===== src/rtl/mrsa_pkg.sv =====
// Constants, field layouts and encodings for the monitor readback and alert block.
// Assumes one synchronous clock domain; no other file defines these names.
//
// Overview of operation
// - Force-off bit shuts down like enable low
// - Dual read: V hi, I hi, V/I nibbles
// - Voltage read: V hi, V lo nibble+zeros
// - Current read: I hi, I lo nibble+zeros
// - Status select returns one status byte
// - Status bit0: last three conversions over
// - Status bit1 latches conversion trip alert
// - Status bit2 shows live analog overcurrent off
// - Status bit3 latches any hot swap failure
// - Status bit4: enable low or force-off
// - Status bit5 latches off-caused alert
// - Clear bit resets status bits 1,3,5
// - Open-drain alert low on enabled latch
// - Alert idle after power-up until enabled
// - Level reset all ones, vs current[11:4]
// - Enable bit0 single, bit1 four conversions
// - Clear bit self-clears after clearing
// - Command bit6 selects status readback
`default_nettype none

package mrsa_pkg;

  // Extended register selectors
  localparam logic [1:0] EXT_ALERT_EN = 2'h1;
  localparam logic [1:0] EXT_TRIP_LVL = 2'h2;
  localparam logic [1:0] EXT_CONTROL  = 2'h3;

  // Command byte fields
  localparam int CMD_V_CONT = 0;
  localparam int CMD_V_ONCE = 1;
  localparam int CMD_I_CONT = 2;
  localparam int CMD_I_ONCE = 3;
  localparam int CMD_STATUS = 6;
  localparam logic [7:0] CMD_RESET = 8'h00;

  // Alert-enable fields
  localparam int AEN_SINGLE = 0;
  localparam int AEN_QUAD   = 1;
  localparam int AEN_SWAP   = 2;
  localparam int AEN_OFF    = 3;
  localparam int AEN_CLEAR  = 4;
  localparam logic [3:0] AEN_RESET = 4'h4;

  // Control and threshold
  localparam int CTL_FORCE_OFF = 0;
  localparam logic [7:0] CTL_RESET = 8'h00;
  localparam logic [7:0] LVL_RESET = 8'hff;

  // Status byte fields
  localparam int ST_CONV_LIVE  = 0;
  localparam int ST_CONV_LATCH = 1;
  localparam int ST_SWAP_OC    = 2;
  localparam int ST_SWAP_FAIL  = 3;
  localparam int ST_OFF_STATE  = 4;
  localparam int ST_OFF_LATCH  = 5;

  // Trip history depths
  localparam int LIVE_DEPTH = 3;
  localparam logic [2:0] QUAD_COUNT = 3'h4;

  // Read formats
  typedef enum logic [1:0]
  {
    MRSA_FMT_BOTH   = 2'b00,
    MRSA_FMT_VOLT   = 2'b01,
    MRSA_FMT_CURR   = 2'b10,
    MRSA_FMT_STATUS = 2'b11
  } mrsa_fmt_t;

  localparam logic [1:0] LEN_BOTH   = 2'h3;
  localparam logic [1:0] LEN_SINGLE = 2'h2;
  localparam logic [1:0] LEN_STATUS = 2'h1;
  localparam logic [7:0] RD_PAST_END = 8'h00;

  // Byte count of each format
  function automatic logic [1:0] mrsa_fmt_len(input mrsa_fmt_t fmt);
    unique case (fmt)
      MRSA_FMT_BOTH:   mrsa_fmt_len = LEN_BOTH;
      MRSA_FMT_VOLT:   mrsa_fmt_len = LEN_SINGLE;
      MRSA_FMT_CURR:   mrsa_fmt_len = LEN_SINGLE;
      MRSA_FMT_STATUS: mrsa_fmt_len = LEN_STATUS;
    endcase
  endfunction : mrsa_fmt_len

endpackage : mrsa_pkg

`default_nettype wire


===== src/rtl/mrsa_conv_if.sv =====
// Conversion results passed from the top to its trip detector.
// Assumes both ends sit on the same clock.
`default_nettype none

interface mrsa_conv_if;
  logic        i_valid;
  logic [11:0] i_data;
  logic [7:0]  trip_level;
  logic        live;
  logic        single_hit;
  logic        quad_hit;

  modport src  (output i_valid, output i_data, output trip_level,
                input live, input single_hit, input quad_hit);
  modport sink (input i_valid, input i_data, input trip_level,
                output live, output single_hit, output quad_hit);
endinterface : mrsa_conv_if

`default_nettype wire


===== src/rtl/mrsa_byte_fmt.sv =====
// Picks one read byte out of a snapshot for a given format and index.
// Pure combinational; the caller registers the result.
`default_nettype none

module mrsa_byte_fmt
  import mrsa_pkg::*;
(
  // Selection
  input wire mrsa_fmt_t   fmt,
  input wire logic [1:0]  index,
  // Snapshot
  input wire logic [11:0] volt,
  input wire logic [11:0] curr,
  input wire logic [7:0]  status,
  // Result
  output logic [7:0]      byte_out
);

  // Bytes past the end read as a fixed filler
  always_comb
  begin
    byte_out = RD_PAST_END;
    unique case (fmt)
      MRSA_FMT_BOTH:
        unique case (index)
          2'h0:    byte_out = volt[11:4];
          2'h1:    byte_out = curr[11:4];
          2'h2:    byte_out = {volt[3:0], curr[3:0]};
          default: byte_out = RD_PAST_END;
        endcase
      MRSA_FMT_VOLT:
        unique case (index)
          2'h0:    byte_out = volt[11:4];
          2'h1:    byte_out = {volt[3:0], 4'h0};
          default: byte_out = RD_PAST_END;
        endcase
      MRSA_FMT_CURR:
        unique case (index)
          2'h0:    byte_out = curr[11:4];
          2'h1:    byte_out = {curr[3:0], 4'h0};
          default: byte_out = RD_PAST_END;
        endcase
      MRSA_FMT_STATUS:
        byte_out = (index == 2'h0) ? status : RD_PAST_END;
    endcase
  end

endmodule : mrsa_byte_fmt

`default_nettype wire


===== src/rtl/mrsa_top.sv =====
// Register side of the power monitor: command, extended registers, readback
// formatting, status flags and the open-drain alert pin.
// Assumes a serial-bus engine on clk_sys hands over decoded write and read
// strobes, and conversion results arrive as same-clock one-cycle strobes.
`default_nettype none

module mrsa_top
  import mrsa_pkg::*;
(
  // Clock and reset
  input wire logic        clk_sys,
  input wire logic        reset,
  // Decoded writes from the serial engine
  input wire logic        cmd_wr,
  input wire logic        ext_wr,
  input wire logic [1:0]  ext_sel,
  input wire logic [7:0]  wr_data,
  // Read sequencing from the serial engine
  input wire logic        rd_start,
  input wire logic        rd_next,
  output logic [7:0]      rd_data,
  output logic [1:0]      rd_len,
  // Conversion results
  input wire logic        v_valid,
  input wire logic [11:0] v_data,
  input wire logic        i_valid,
  input wire logic [11:0] i_data,
  // Command channel selects for the converter
  output logic [7:0]      cmd_byte,
  // Hot swap pins and state
  input wire logic        on_pin,
  input wire logic        swap_fault_state,
  input wire logic        swap_failed,
  output logic            swap_shutdown,
  // Open-drain alert pin
  input wire logic        interrupt_out_n_in,
  output logic            interrupt_out_n,
  output logic            interrupt_out_n_oe_n
);

  // Pin synchronisers: enable, analog overcurrent, failure
  logic [2:0] pin_meta_q, pin_sync_q;
  logic       pin_unused;

  always_ff @(posedge clk_sys)
  begin
    if (reset)
    begin
      pin_meta_q <= 3'h0;
      pin_sync_q <= 3'h0;
    end
    else
    begin
      pin_meta_q <= {swap_failed, swap_fault_state, on_pin};
      pin_sync_q <= pin_meta_q;
    end
  end

  // The pin's read-back level is not needed by this block
  assign pin_unused = interrupt_out_n_in;

  // Configuration registers
  logic [7:0]  cmd_q, cmd_d;
  logic [3:0]  aen_q, aen_d;
  logic [7:0]  lvl_q, lvl_d;
  logic [7:0]  ctl_q, ctl_d;
  logic        clear_q, clear_d;
  logic        armed_q, armed_d;
  logic        aen_wr, ctl_wr;

  assign aen_wr = ext_wr && (ext_sel == EXT_ALERT_EN);
  assign ctl_wr = ext_wr && (ext_sel == EXT_CONTROL);

  // Register writes; clear is held one cycle then drops by itself
  always_comb
  begin
    cmd_d   = cmd_q;
    aen_d   = aen_q;
    lvl_d   = lvl_q;
    ctl_d   = ctl_q;
    clear_d = 1'b0;
    armed_d = armed_q;
    if (cmd_wr)
      cmd_d = {1'b0, wr_data[6:0]};
    if (aen_wr)
    begin
      aen_d   = wr_data[3:0];
      clear_d = wr_data[AEN_CLEAR];
      armed_d = 1'b1;
    end
    if (ext_wr && (ext_sel == EXT_TRIP_LVL))
      lvl_d = wr_data;
    if (ctl_wr)
      ctl_d = wr_data;
  end

  always_ff @(posedge clk_sys)
  begin
    if (reset)
    begin
      cmd_q   <= CMD_RESET;
      aen_q   <= AEN_RESET;
      lvl_q   <= LVL_RESET;
      ctl_q   <= CTL_RESET;
      clear_q <= 1'b0;
      armed_q <= 1'b0;
    end
    else
    begin
      cmd_q   <= cmd_d;
      aen_q   <= aen_d;
      lvl_q   <= lvl_d;
      ctl_q   <= ctl_d;
      clear_q <= clear_d;
      armed_q <= armed_d;
    end
  end

  // Trip history on the current channel
  mrsa_conv_if conv ();

  assign conv.i_valid    = i_valid;
  assign conv.i_data     = i_data;
  assign conv.trip_level = lvl_q;

  mrsa_trip_detect u_trip (
    .clk_sys (clk_sys),
    .reset   (reset),
    .conv    (conv)
  );

  // Off condition: enable pin low or software force-off
  logic off_now, off_prev_q, fail_prev_q;

  assign off_now = !pin_sync_q[0] || ctl_q[CTL_FORCE_OFF];

  // Latched flags; a set in the clear cycle wins
  logic conv_latch_q, conv_latch_d;
  logic swap_fail_latch_q, swap_fail_latch_d;
  logic off_latch_q, off_latch_d;
  logic conv_set, fail_set, off_set;
  logic alert_q, alert_d, shut_q;

  assign conv_set = (conv.single_hit && aen_q[AEN_SINGLE])
                 || (conv.quad_hit && aen_q[AEN_QUAD]);
  assign fail_set = pin_sync_q[2] && !fail_prev_q;
  assign off_set  = aen_q[AEN_OFF]
                 && ((off_now && !off_prev_q)
                 || (ctl_wr && wr_data[CTL_FORCE_OFF]));

  always_comb
  begin
    conv_latch_d      = conv_latch_q;
    swap_fail_latch_d = swap_fail_latch_q;
    off_latch_d       = off_latch_q;
    if (clear_q)
    begin
      conv_latch_d      = 1'b0;
      swap_fail_latch_d = 1'b0;
      off_latch_d       = 1'b0;
    end
    if (conv_set)
      conv_latch_d = 1'b1;
    if (fail_set)
      swap_fail_latch_d = 1'b1;
    if (off_set)
      off_latch_d = 1'b1;
  end

  always_ff @(posedge clk_sys)
  begin
    if (reset)
    begin
      conv_latch_q      <= 1'b0;
      swap_fail_latch_q <= 1'b0;
      off_latch_q       <= 1'b0;
      off_prev_q        <= 1'b0;
      fail_prev_q       <= 1'b0;
      alert_q           <= 1'b0;
      shut_q            <= 1'b0;
    end
    else
    begin
      conv_latch_q      <= conv_latch_d;
      swap_fail_latch_q <= swap_fail_latch_d;
      off_latch_q       <= off_latch_d;
      off_prev_q        <= off_now;
      fail_prev_q       <= pin_sync_q[2];
      alert_q           <= alert_d;
      shut_q            <= off_now;
    end
  end

  // Status byte: two live bits, one state bit, three latches
  logic [7:0] status_now;

  always_comb
  begin
    status_now                = 8'h00;
    status_now[ST_CONV_LIVE]  = conv.live;
    status_now[ST_CONV_LATCH] = conv_latch_q;
    status_now[ST_SWAP_OC]    = pin_sync_q[1];
    status_now[ST_SWAP_FAIL]  = swap_fail_latch_q;
    status_now[ST_OFF_STATE]  = off_now;
    status_now[ST_OFF_LATCH]  = off_latch_q;
  end

  // Latest conversion results; zero until the first one lands
  logic [11:0] volt_q, volt_d;
  logic [11:0] curr_q, curr_d;

  always_comb
  begin
    volt_d = v_valid ? v_data : volt_q;
    curr_d = i_valid ? i_data : curr_q;
  end

  // Format from the last command's channel and status bits
  mrsa_fmt_t fmt_now;
  logic      want_v, want_i;

  assign want_v = cmd_q[CMD_V_CONT] || cmd_q[CMD_V_ONCE];
  assign want_i = cmd_q[CMD_I_CONT] || cmd_q[CMD_I_ONCE];

  always_comb
  begin
    if (cmd_q[CMD_STATUS])
      fmt_now = MRSA_FMT_STATUS;
    else if (want_v && !want_i)
      fmt_now = MRSA_FMT_VOLT;
    else if (want_i && !want_v)
      fmt_now = MRSA_FMT_CURR;
    else
      fmt_now = MRSA_FMT_BOTH;
  end

  // Read snapshot taken at the start so bytes stay coherent
  mrsa_fmt_t   rd_fmt_q, rd_fmt_d;
  logic [1:0]  rd_idx_q, rd_idx_d;
  logic [11:0] snap_v_q, snap_v_d;
  logic [11:0] snap_i_q, snap_i_d;
  logic [7:0]  snap_s_q, snap_s_d;
  logic [7:0]  rd_data_q, rd_data_d;
  logic [1:0]  fmt_idx, idx_adv;
  mrsa_fmt_t   fmt_sel;
  logic [11:0] sel_v, sel_i;
  logic [7:0]  sel_s;
  logic [7:0]  next_byte;

  // Index sticks at 3 so overreads keep returning filler; taken from the
  assign idx_adv = (rd_idx_q != 2'h3) ? rd_idx_q + 2'h1 : rd_idx_q;
  // On start the live values feed the formatter directly
  assign fmt_sel = rd_start ? fmt_now : rd_fmt_q;
  assign fmt_idx = rd_start ? 2'h0 : idx_adv;
  assign sel_v   = rd_start ? volt_q : snap_v_q;
  assign sel_i   = rd_start ? curr_q : snap_i_q;
  assign sel_s   = rd_start ? status_now : snap_s_q;

  mrsa_byte_fmt u_fmt (
    .fmt      (fmt_sel),
    .index    (fmt_idx),
    .volt     (sel_v),
    .curr     (sel_i),
    .status   (sel_s),
    .byte_out (next_byte)
  );

  always_comb
  begin
    rd_fmt_d  = rd_fmt_q;
    rd_idx_d  = rd_idx_q;
    snap_v_d  = snap_v_q;
    snap_i_d  = snap_i_q;
    snap_s_d  = snap_s_q;
    rd_data_d = rd_data_q;
    if (rd_start)
    begin
      rd_fmt_d  = fmt_now;
      rd_idx_d  = 2'h0;
      snap_v_d  = volt_q;
      snap_i_d  = curr_q;
      snap_s_d  = status_now;
      rd_data_d = next_byte;
    end
    else if (rd_next)
    begin
      rd_idx_d  = idx_adv;
      rd_data_d = next_byte;
    end
  end

  always_ff @(posedge clk_sys)
  begin
    if (reset)
    begin
      volt_q    <= 12'h000;
      curr_q    <= 12'h000;
      rd_fmt_q  <= MRSA_FMT_BOTH;
      rd_idx_q  <= 2'h0;
      snap_v_q  <= 12'h000;
      snap_i_q  <= 12'h000;
      snap_s_q  <= 8'h00;
      rd_data_q <= 8'h00;
    end
    else
    begin
      volt_q    <= volt_d;
      curr_q    <= curr_d;
      rd_fmt_q  <= rd_fmt_d;
      rd_idx_q  <= rd_idx_d;
      snap_v_q  <= snap_v_d;
      snap_i_q  <= snap_i_d;
      snap_s_q  <= snap_s_d;
      rd_data_q <= rd_data_d;
    end
  end

  // Alert: enabled latches only, and only once software has armed it
  assign alert_d = armed_q
                && ((conv_latch_q && (aen_q[AEN_SINGLE] || aen_q[AEN_QUAD]))
                || (swap_fail_latch_q && aen_q[AEN_SWAP])
                || (off_latch_q && aen_q[AEN_OFF]));

  // Outputs
  assign rd_data              = rd_data_q;
  assign rd_len               = mrsa_fmt_len(rd_fmt_q);
  assign cmd_byte             = cmd_q;
  assign swap_shutdown        = shut_q;
  assign interrupt_out_n      = 1'b0; // Only ever pulls low
  assign interrupt_out_n_oe_n = !alert_q;

endmodule : mrsa_top

`default_nettype wire


===== src/rtl/mrsa_trip_detect.sv =====
// Current-over-threshold history: live three-deep flag and trip pulses.
// Assumes current results arrive as one-cycle valid strobes.
`default_nettype none

module mrsa_trip_detect
  import mrsa_pkg::*;
(
  // Clock and reset
  input wire logic    clk_sys,
  input wire logic    reset,
  // Conversion side
  mrsa_conv_if.sink   conv
);

  logic [LIVE_DEPTH-1:0] hist_q, hist_d;
  logic [2:0]            run_q, run_d;
  logic                  single_q, single_d;
  logic                  quad_q, quad_d;
  logic                  above;

  // Top eight result bits against the level
  assign above = conv.i_data[11:4] > conv.trip_level;

  // History, saturating run length and trip pulses
  always_comb
  begin
    hist_d   = hist_q;
    run_d    = run_q;
    single_d = 1'b0;
    quad_d   = 1'b0;
    if (conv.i_valid)
    begin
      hist_d   = {hist_q[LIVE_DEPTH-2:0], above};
      single_d = above;
      if (!above)
        run_d = 3'h0;
      else if (run_q != QUAD_COUNT)
        run_d = run_q + 3'h1;
      quad_d = above && (run_q + 3'h1 >= QUAD_COUNT);
    end
  end

  always_ff @(posedge clk_sys)
  begin
    if (reset)
    begin
      hist_q   <= '0;
      run_q    <= 3'h0;
      single_q <= 1'b0;
      quad_q   <= 1'b0;
    end
    else
    begin
      hist_q   <= hist_d;
      run_q    <= run_d;
      single_q <= single_d;
      quad_q   <= quad_d;
    end
  end

  assign conv.live       = &hist_q;
  assign conv.single_hit = single_q;
  assign conv.quad_hit   = quad_q;

endmodule : mrsa_trip_detect

`default_nettype wire


===== config.mk =====
export PLATFORM = sky130hd
export DESIGN_NAME = mrsa_top
export DESIGN_NICKNAME = d
export VERILOG_FILES = /design/src/rtl/mrsa_pkg.sv /design/src/rtl/mrsa_conv_if.sv /design/src/rtl/mrsa_byte_fmt.sv /design/src/rtl/mrsa_top.sv /design/src/rtl/mrsa_trip_detect.sv
export SDC_FILE = /design/constraint.sdc
export NUM_CORES = 1
export LEC_CHECK = 0
export BUFFER_PORTS_ARGS = -buffer_cell sky130_fd_sc_hd__buf_2
export CELL_PAD_IN_SITES_DETAIL_PLACEMENT = 2
export CELL_PAD_IN_SITES_GLOBAL_PLACEMENT = 2
export CORE_MARGIN = 2
export CORE_UTILIZATION = 31
export DETAILED_ROUTE_END_ITERATION = 10
export PLACE_DENSITY_LB_ADDON = 0.1
export SLEW_MARGIN = 10
export SYNTH_ARGS = -nofsm -noshare
export SYNTH_HDL_FRONTEND = slang
export SYNTH_SLANG_ARGS = --single-unit

===== constraint.sdc =====
create_clock -name clk_sys -period 2 [get_ports clk_sys]
set_clock_uncertainty 0.15 [all_clocks]
set_input_delay 0.1 -clock clk_sys [delete_from_list [all_inputs] [get_ports clk_sys]]
set_output_delay 0.1 -clock clk_sys [all_outputs]
set_load 0.03 [all_outputs]

# Word level (Yosys, flattened, before mapping)
# Cells that the tools add are included.
# totals
ff_bits	110
inputBits	46
word_cells	112
# classes
addsub	2
magnitude_cmp	2
eq_ne	14
n_mux	23
bitwise_logic	2
reduce_logical	43
# ops
cell	n
8-bit two-way mux	4
8-bit one-hot mux with 2 select lines	2
8-bit one-hot mux with 4 select lines	1
12-bit two-way mux	2
8-bit one-hot mux with 3 select lines	1
1-bit logical AND	16
2-bit equality test, second input constant	7
2-bit two-way mux	6
2-bit by 1-bit equality test with 1-bit output, second input constant	4
8-bit greater-than comparator	1
1-bit logical OR	8
2-bit nonzero test	4
2-bit OR reduction	4
1-bit logical NOT	6
2-bit logical NOT	3
3-bit two-way mux	2
2-bit one-hot mux with 3 select lines	1
1-bit two-way mux	4
2-bit != test, second input constant	2
3-bit by 1-bit adder with 3-bit output, second input constant	1
3-bit >= comparator, second input constant	1
3-bit != test, second input constant	1
3-bit AND reduction	1
2-bit by 1-bit adder with 2-bit output, second input constant	1
2 further kinds	3

# Longest topological paths before layout
# logic_depth
depth_word	11
mapped_depth	7
ltp_nobuf	7

# Hierarchy
# A second synthesis with hierarchy kept.
# unflattened
cells_unflattened	497
hier_area_um2	5011.1
# modules_own_cells
mod	n_inst	cells_each	area_per_inst_um2
mrsa_top	1	358	3925.0
mrsa_trip_detect	1	66	553.0
mrsa_byte_fmt	1	73	533.0

# Least setup slack after synthesis
# OpenSTA, ideal clock, no wires.
# synth_timing
path_kind	reg-to-reg
start	register cmd_q[2], in the netlist cmd_byte[2]
end	register rd_data_q[7], in the netlist rd_data[7]
setup_ns	0.088
t_arrival_ns	1.841
setup_slack_ns	-0.079
stages_incl_launch_ff	6
path_buffers	0
period_less_slack_ns	2.079
cell_sequence	dfxtp_1 > or4b_4 > a221oi_4 > a21boi_2 > o22ai_1 > a311oi_2
# synth_between
elab_chain_len	10
word_cells_on_any_way	15
# synth_rtl
element	line_no	text
from (decl)	mrsa_top.sv:63	logic [7:0] cmd_q, cmd_d;
from (signal assigned)	mrsa_top.sv:110	cmd_q <= cmd_d;
1-bit logical OR *	mrsa_top.sv:223	assign want_i = cmd_q[CMD_I_CONT] || cmd_q[CMD_I_ONCE];
1-bit logical AND / 1-bit logical NOT (equally long branches)	mrsa_top.sv:231, mrsa_top.sv:229	
2-bit two-way mux / 1-bit logical AND (equally long branches)	mrsa_top.sv:231, mrsa_top.sv:229	
2-bit two-way mux *	mrsa_top.sv:229	else if (want_v && !want_i)
2-bit two-way mux *	mrsa_top.sv:227	if (cmd_q[CMD_STATUS])
2-bit two-way mux *	--	
2-bit equality test (tied with other cells)	mrsa_byte_fmt.sv:23	unique case (fmt)
8-bit one-hot mux with 4 select lines *	mrsa_byte_fmt.sv:23	
8-bit two-way mux	mrsa_top.sv:285	else if (rd_next)
8-bit two-way mux *	mrsa_top.sv:276	if (rd_start)
to (signal assigned)	mrsa_top.sv:314	rd_data_q <= rd_data_d;
to (decl)	mrsa_top.sv:243	logic [7:0] rd_data_q, rd_data_d;
# Every way passes the cells marked *; elsewhere a longest branch is shown, timed or not. The select of a mux whose other input is x is not followed.
# A chain may end at the register's enable or synchronous reset.

# Worst setup path in the final report
# layout_timing
start	register lvl_q[7], in the netlist conv.trip_level[7]
end	register u_trip.hist_q[0]
# layout_between
elab_chain_len	1
# layout_rtl
element	line_no	text
from (decl)	mrsa_top.sv:65	logic [7:0] lvl_q, lvl_d;
from (signal assigned)	mrsa_top.sv:112	lvl_q <= lvl_d;
8-bit greater-than comparator	mrsa_trip_detect.sv:22	assign above = conv.i_data[11:4] > conv.trip_level;
to (signal assigned)	mrsa_trip_detect.sv:54	hist_q <= hist_d;
to (decl)	mrsa_trip_detect.sv:15	logic [LIVE_DEPTH-1:0] hist_q, hist_d;
# Every way passes these cells.

==> key figures <==
Outcome
  • Run status: completed

Critical path
  • Capture instance of the worst register-to-register path: u_trip.hist_q[0]
  • Buffer and inverter count on the worst path: 2
  • Arrival time worst endpoint: 1.99 ns
  • Critical Path Source Type: flop
  • Slowest stage cell, crit path: ha_1
  • Reg2reg path depth: 8
  • Crit. End Element: flop
  • Required time of the critical path: 2.06 ns
  • Flop2flop setup slack: 0.07 ns
  • Top delay family on crit path: simple AND/OR/NAND/NOR gates
  • Worst Path Class, Setup: flop to flop
  • Peak per-stage delay on the critical path: 0.33 ns
  • Crit-path max FO: 3
  • Critical Path Start: conv.trip_level[7]
  • Cell-by-cell listing of the critical path: inv_1 > ha_1 > nand4_1 > nor2_2 > a211oi_2 > buf_4 > o21ai_1 > a21oi_1
  • Startpoint of the lowest-slack register-to-register path: conv.trip_level[7]

Yosys
  • Cell area after synthesis: 0.00416 mm^2
  • Post-synth top flop: dfxtp_1
  • Post-synthesis register bit count: 94
  • Sequential fraction of the synthesis area: 45.2%
  • Number of distinct standard cells referenced by the synthesized netlist: 50
  • Dominant cell type by area after synthesis: dfxtp_1
  • Proportion of register bits with asynchronous set or reset after synthesis: 0%
  • Number of enable-type register cells in the synthesized netlist: 0
  • Cells taking the most area after synthesis: dfxtp_1 45%, mux2i_1 13%, nor2_1 6.5%, nand2_1 3.9%, ha_1 3.3%
  • Synth Area per Inst: 9.19 um^2
  • Yosys warning total: 0
  • Share of the synthesized area in the top cell type: 45.2%
  • Syn Inst Count: 453

Routing
  • Iteration-0 DRC Markers: 115
  • Average vias per placed instance: 4.83
  • Routed WL per cell: 16.7 um
  • Antenna-violating nets left: 0
  • Number of DRC violations after detailed routing: 0
  • Length of the first detailed-routing pass in iterations: 4
  • Vias after detailed routing: 3,562
  • Wire length after detailed routing: 12,300 um

Die
  • Die extent in x: 120 um
  • Top-level I/O count: 67
  • DIE AREA: 0.0144 mm^2
  • Floorplan row count: 42
  • Core region area: 0.0132 mm^2
  • Vertical extent of the die: 120 um
  • Starting utilization of the core area: 31.6%

CTS
  • Longest Clk Path Bufs: 2
  • Sinks on Clock Net: 94
  • Clock root cell: clkbuf_16
  • Total number of H-tree levels: 3
  • Number of buffers created by CTS: 9
  • Clock-pin slew reported for the worst setup and hold paths after clock tree synthesis: 0.06 ns
  • Latest clock arrival within the worst-skew pair: 0.35 ns
  • Clock tree from TritonCTS: yes

Layout
  • Share of final-layout standard cells stronger than drive strength 1: 21.4%
  • Final cell count without fillers: 737
  • Antenna cells: 0
  • Count of fill cells added during filler insertion: 1,459
  • Post-synthesis to final-layout area growth: 29.9%
  • Number of nets in the layout: 613

Worst hold path
  • Startpoint of the tightest hold check path: cmd_wr
  • Min-Delay Path Class: input pin to flop
  • Endpoint of the worst hold path: cmd_byte[3]
  • Hold Path Cell Cnt: 3

Power and ir drop
  • Pwr/cell area: 808 mW/mm^2
  • Worst ir drop on vdd: 0.342 mV
  • Total power consumption of the routed design: 4.37 mW
  • Leak Pwr: 2.39 nW

Run
  • Number of violations of the max-capacitance limit: 0

GRT
  • Number of antenna violations at the first check in global routing: 0
  • Largest net degree at the start of global routing: 53
  • Vias in the first global route: 3,797
  • Overflow left after global routing: 0
  • Global-route total usage across every layer: 17.9%
  • First-pass GRT wire length: 19,900 um

STA
  • Highest Clock Rate: 518 MHz
  • Final critical-path setup slack: 0.0707 ns
  • Post-route fraction of the period consumed by the critical path: 96.5%
  • Final Max Slew Viols: 0
  • Number of hold violations in the final report: 0
  • Worst max-slew margin expressed relative to the limit: 60.1%
  • Transition time at the pin with the least slew margin: 0.596 ns
  • Setup TNS: 0 ns
  • Unrepaired setup endpoints after global routing: true
  • Final setup violation count: 0
  • Fin crit period: 1.93 ns

Placement
  • Minimum setup slack after placement: -0.0195 ns
  • DP HPWL: 9020 um
  • Placed cell count: 681
  • Gp weighted congestion: 0.789
  • Count of input and output buffers: 63
## cell type report
class / instances / area, um^2 / share of cell area (%)
clock buffers: 10 / 229 / 4.23
clock inverters: 6 / 70.1 / 1.30
inverters: 21 / 78.8 / 1.46
multi-input cells: 310 / 2070 / 38.3
flip-flops and latches: 94 / 1890 / 34.9
well taps: 176 / 220 / 4.07
repair buffers: 120 / 853 / 15.8
## how the worst max path moves through the flow
stage / to / cells after the start
after detailed placement: rd_data[5] / 6
after floorplan: rd_data[7] / 5
after global placement: rd_data[6] / 6
final: u_trip.hist_q[0] / 8
after global routing: u_trip.run_q[2] / 8
after CTS: u_trip.run_q[2] / 8
## cell usage after synthesis (2+ instances only)
master    number
nand3b_1      12
nand3_1        5
dfxtp_1       94
clkbuf_1      13
o211ai_1       2
or2_2          4
buf_4          2
o21ai_0       12
nand2_1       43
nand4_1        3
a211oi_1       7
buf_1          7
inv_1         20
mux2i_1       55
nor2b_1       10
a221oi_1       3
nor2_1        72
o22ai_1        7
o31ai_1        5
a311o_1        3
a21oi_1       15
a32oi_1        4
a31oi_1        2
nor3_1         6
buf_6          5
and2_1         2
mux2_2         3
a22o_1         3
ha_1          11
a22oi_1        3
## power by group
part | switching, mW | total, mW | leakage, nW | internal (mW)
registers | 0.0618 | 2.02 | 0.771 | 1.96
logic | 0.345 | 0.624 | 1.48 | 0.278
clock network | 0.750 | 1.73 | 0.135 | 0.976
total | 1.16 | 4.37 | 2.39 | 3.22
## sequential cells by signal (all words and copies together) (netlist names), 2 cells and up
| register | cells |
|---|---|
| cmd_byte | 7 |
| pin_sync_q | 3 |
| u_trip.hist_q | 3 |
| volt_q | 12 |
| conv.trip_level | 8 |
| snap_v_q | 4 |
| rd_fmt_q | 2 |
| snap_i_q | 12 |
| u_trip.run_q | 3 |
| rd_data | 8 |
| curr_q | 12 |
| rd_idx_q | 2 |
| pin_meta_q | 3 |
| aen_q | 4 |
## through the flow
stage | hold WS [ns] | util, % | cell area (um^2)
after floorplan | 0.0573 | - | 4170
after global placement | 0.163 | 35.4 | 4670
after detailed placement | 0.177 | 35.4 | 4670
after CTS | 0.0147 | 40.7 | 5360
after global routing | 0.0247 | 41.0 | 5410
final | 0.0138 | 41.0 | 5410
## what timing repair did
| item | in CTS | in global routing |
|---|---|---|
| hold buffers | 39 | 0 |
| setup buffers | 0 | 1 |
| resized for setup | 1 | 10 |
| endpoints found under the hold margin | 49 | 0 |
| endpoints found under the setup margin | 3 | 9 |
| pin swaps | 0 | 5 |
| gates cloned | 0 | 0 |
## tightest hold or removal path, stage by stage
cell,delay [ns]
buf_2,0.17
mux2i_1,0.13
nor2_1,0.07
## layer usage
| metal | up-vias | GRT usage (%) | routed length, um |
|---|---|---|---|
| li1 | 1770 | - | - |
| met1 | 1732 | 21.2 | 5540 |
| met2 | 48 | 32.5 | 6260 |
| met3 | 12 | 3.75 | 324 |
| met4 | 0 | 5.07 | 146 |
| met5 | - | 0 | 0 |
## kinds of logic after synthesis
logic type / synth area share, %
mux: 14.0
other cells: 0.0901
xor+xnor: 0.210
compound gates: 13.1
simple gates: 18.0
fa+ha+maj: 3.31
buf+inv: 6.04
flops: 45.2
## cell usage in the layout, fill, tap and decap left out, types with 10 or more instances in the layout
| cell type | synthesis | layout |
|---|---|---|
| buf_2 | 0 | 63 |
| nand2_1 | 43 | 43 |
| o21ai_0 | 12 | 10 |
| inv_1 | 20 | 20 |
| nor2_1 | 72 | 71 |
| ha_1 | 11 | 10 |
| dlygate4sd3_1 | 0 | 39 |
| dfxtp_1 | 94 | 90 |
| a21oi_1 | 15 | 14 |
| buf_4 | 2 | 17 |
| mux2i_1 | 55 | 55 |
| nand3b_1 | 12 | 12 |
Note: power is estimated with default switching activity, not from simulation.
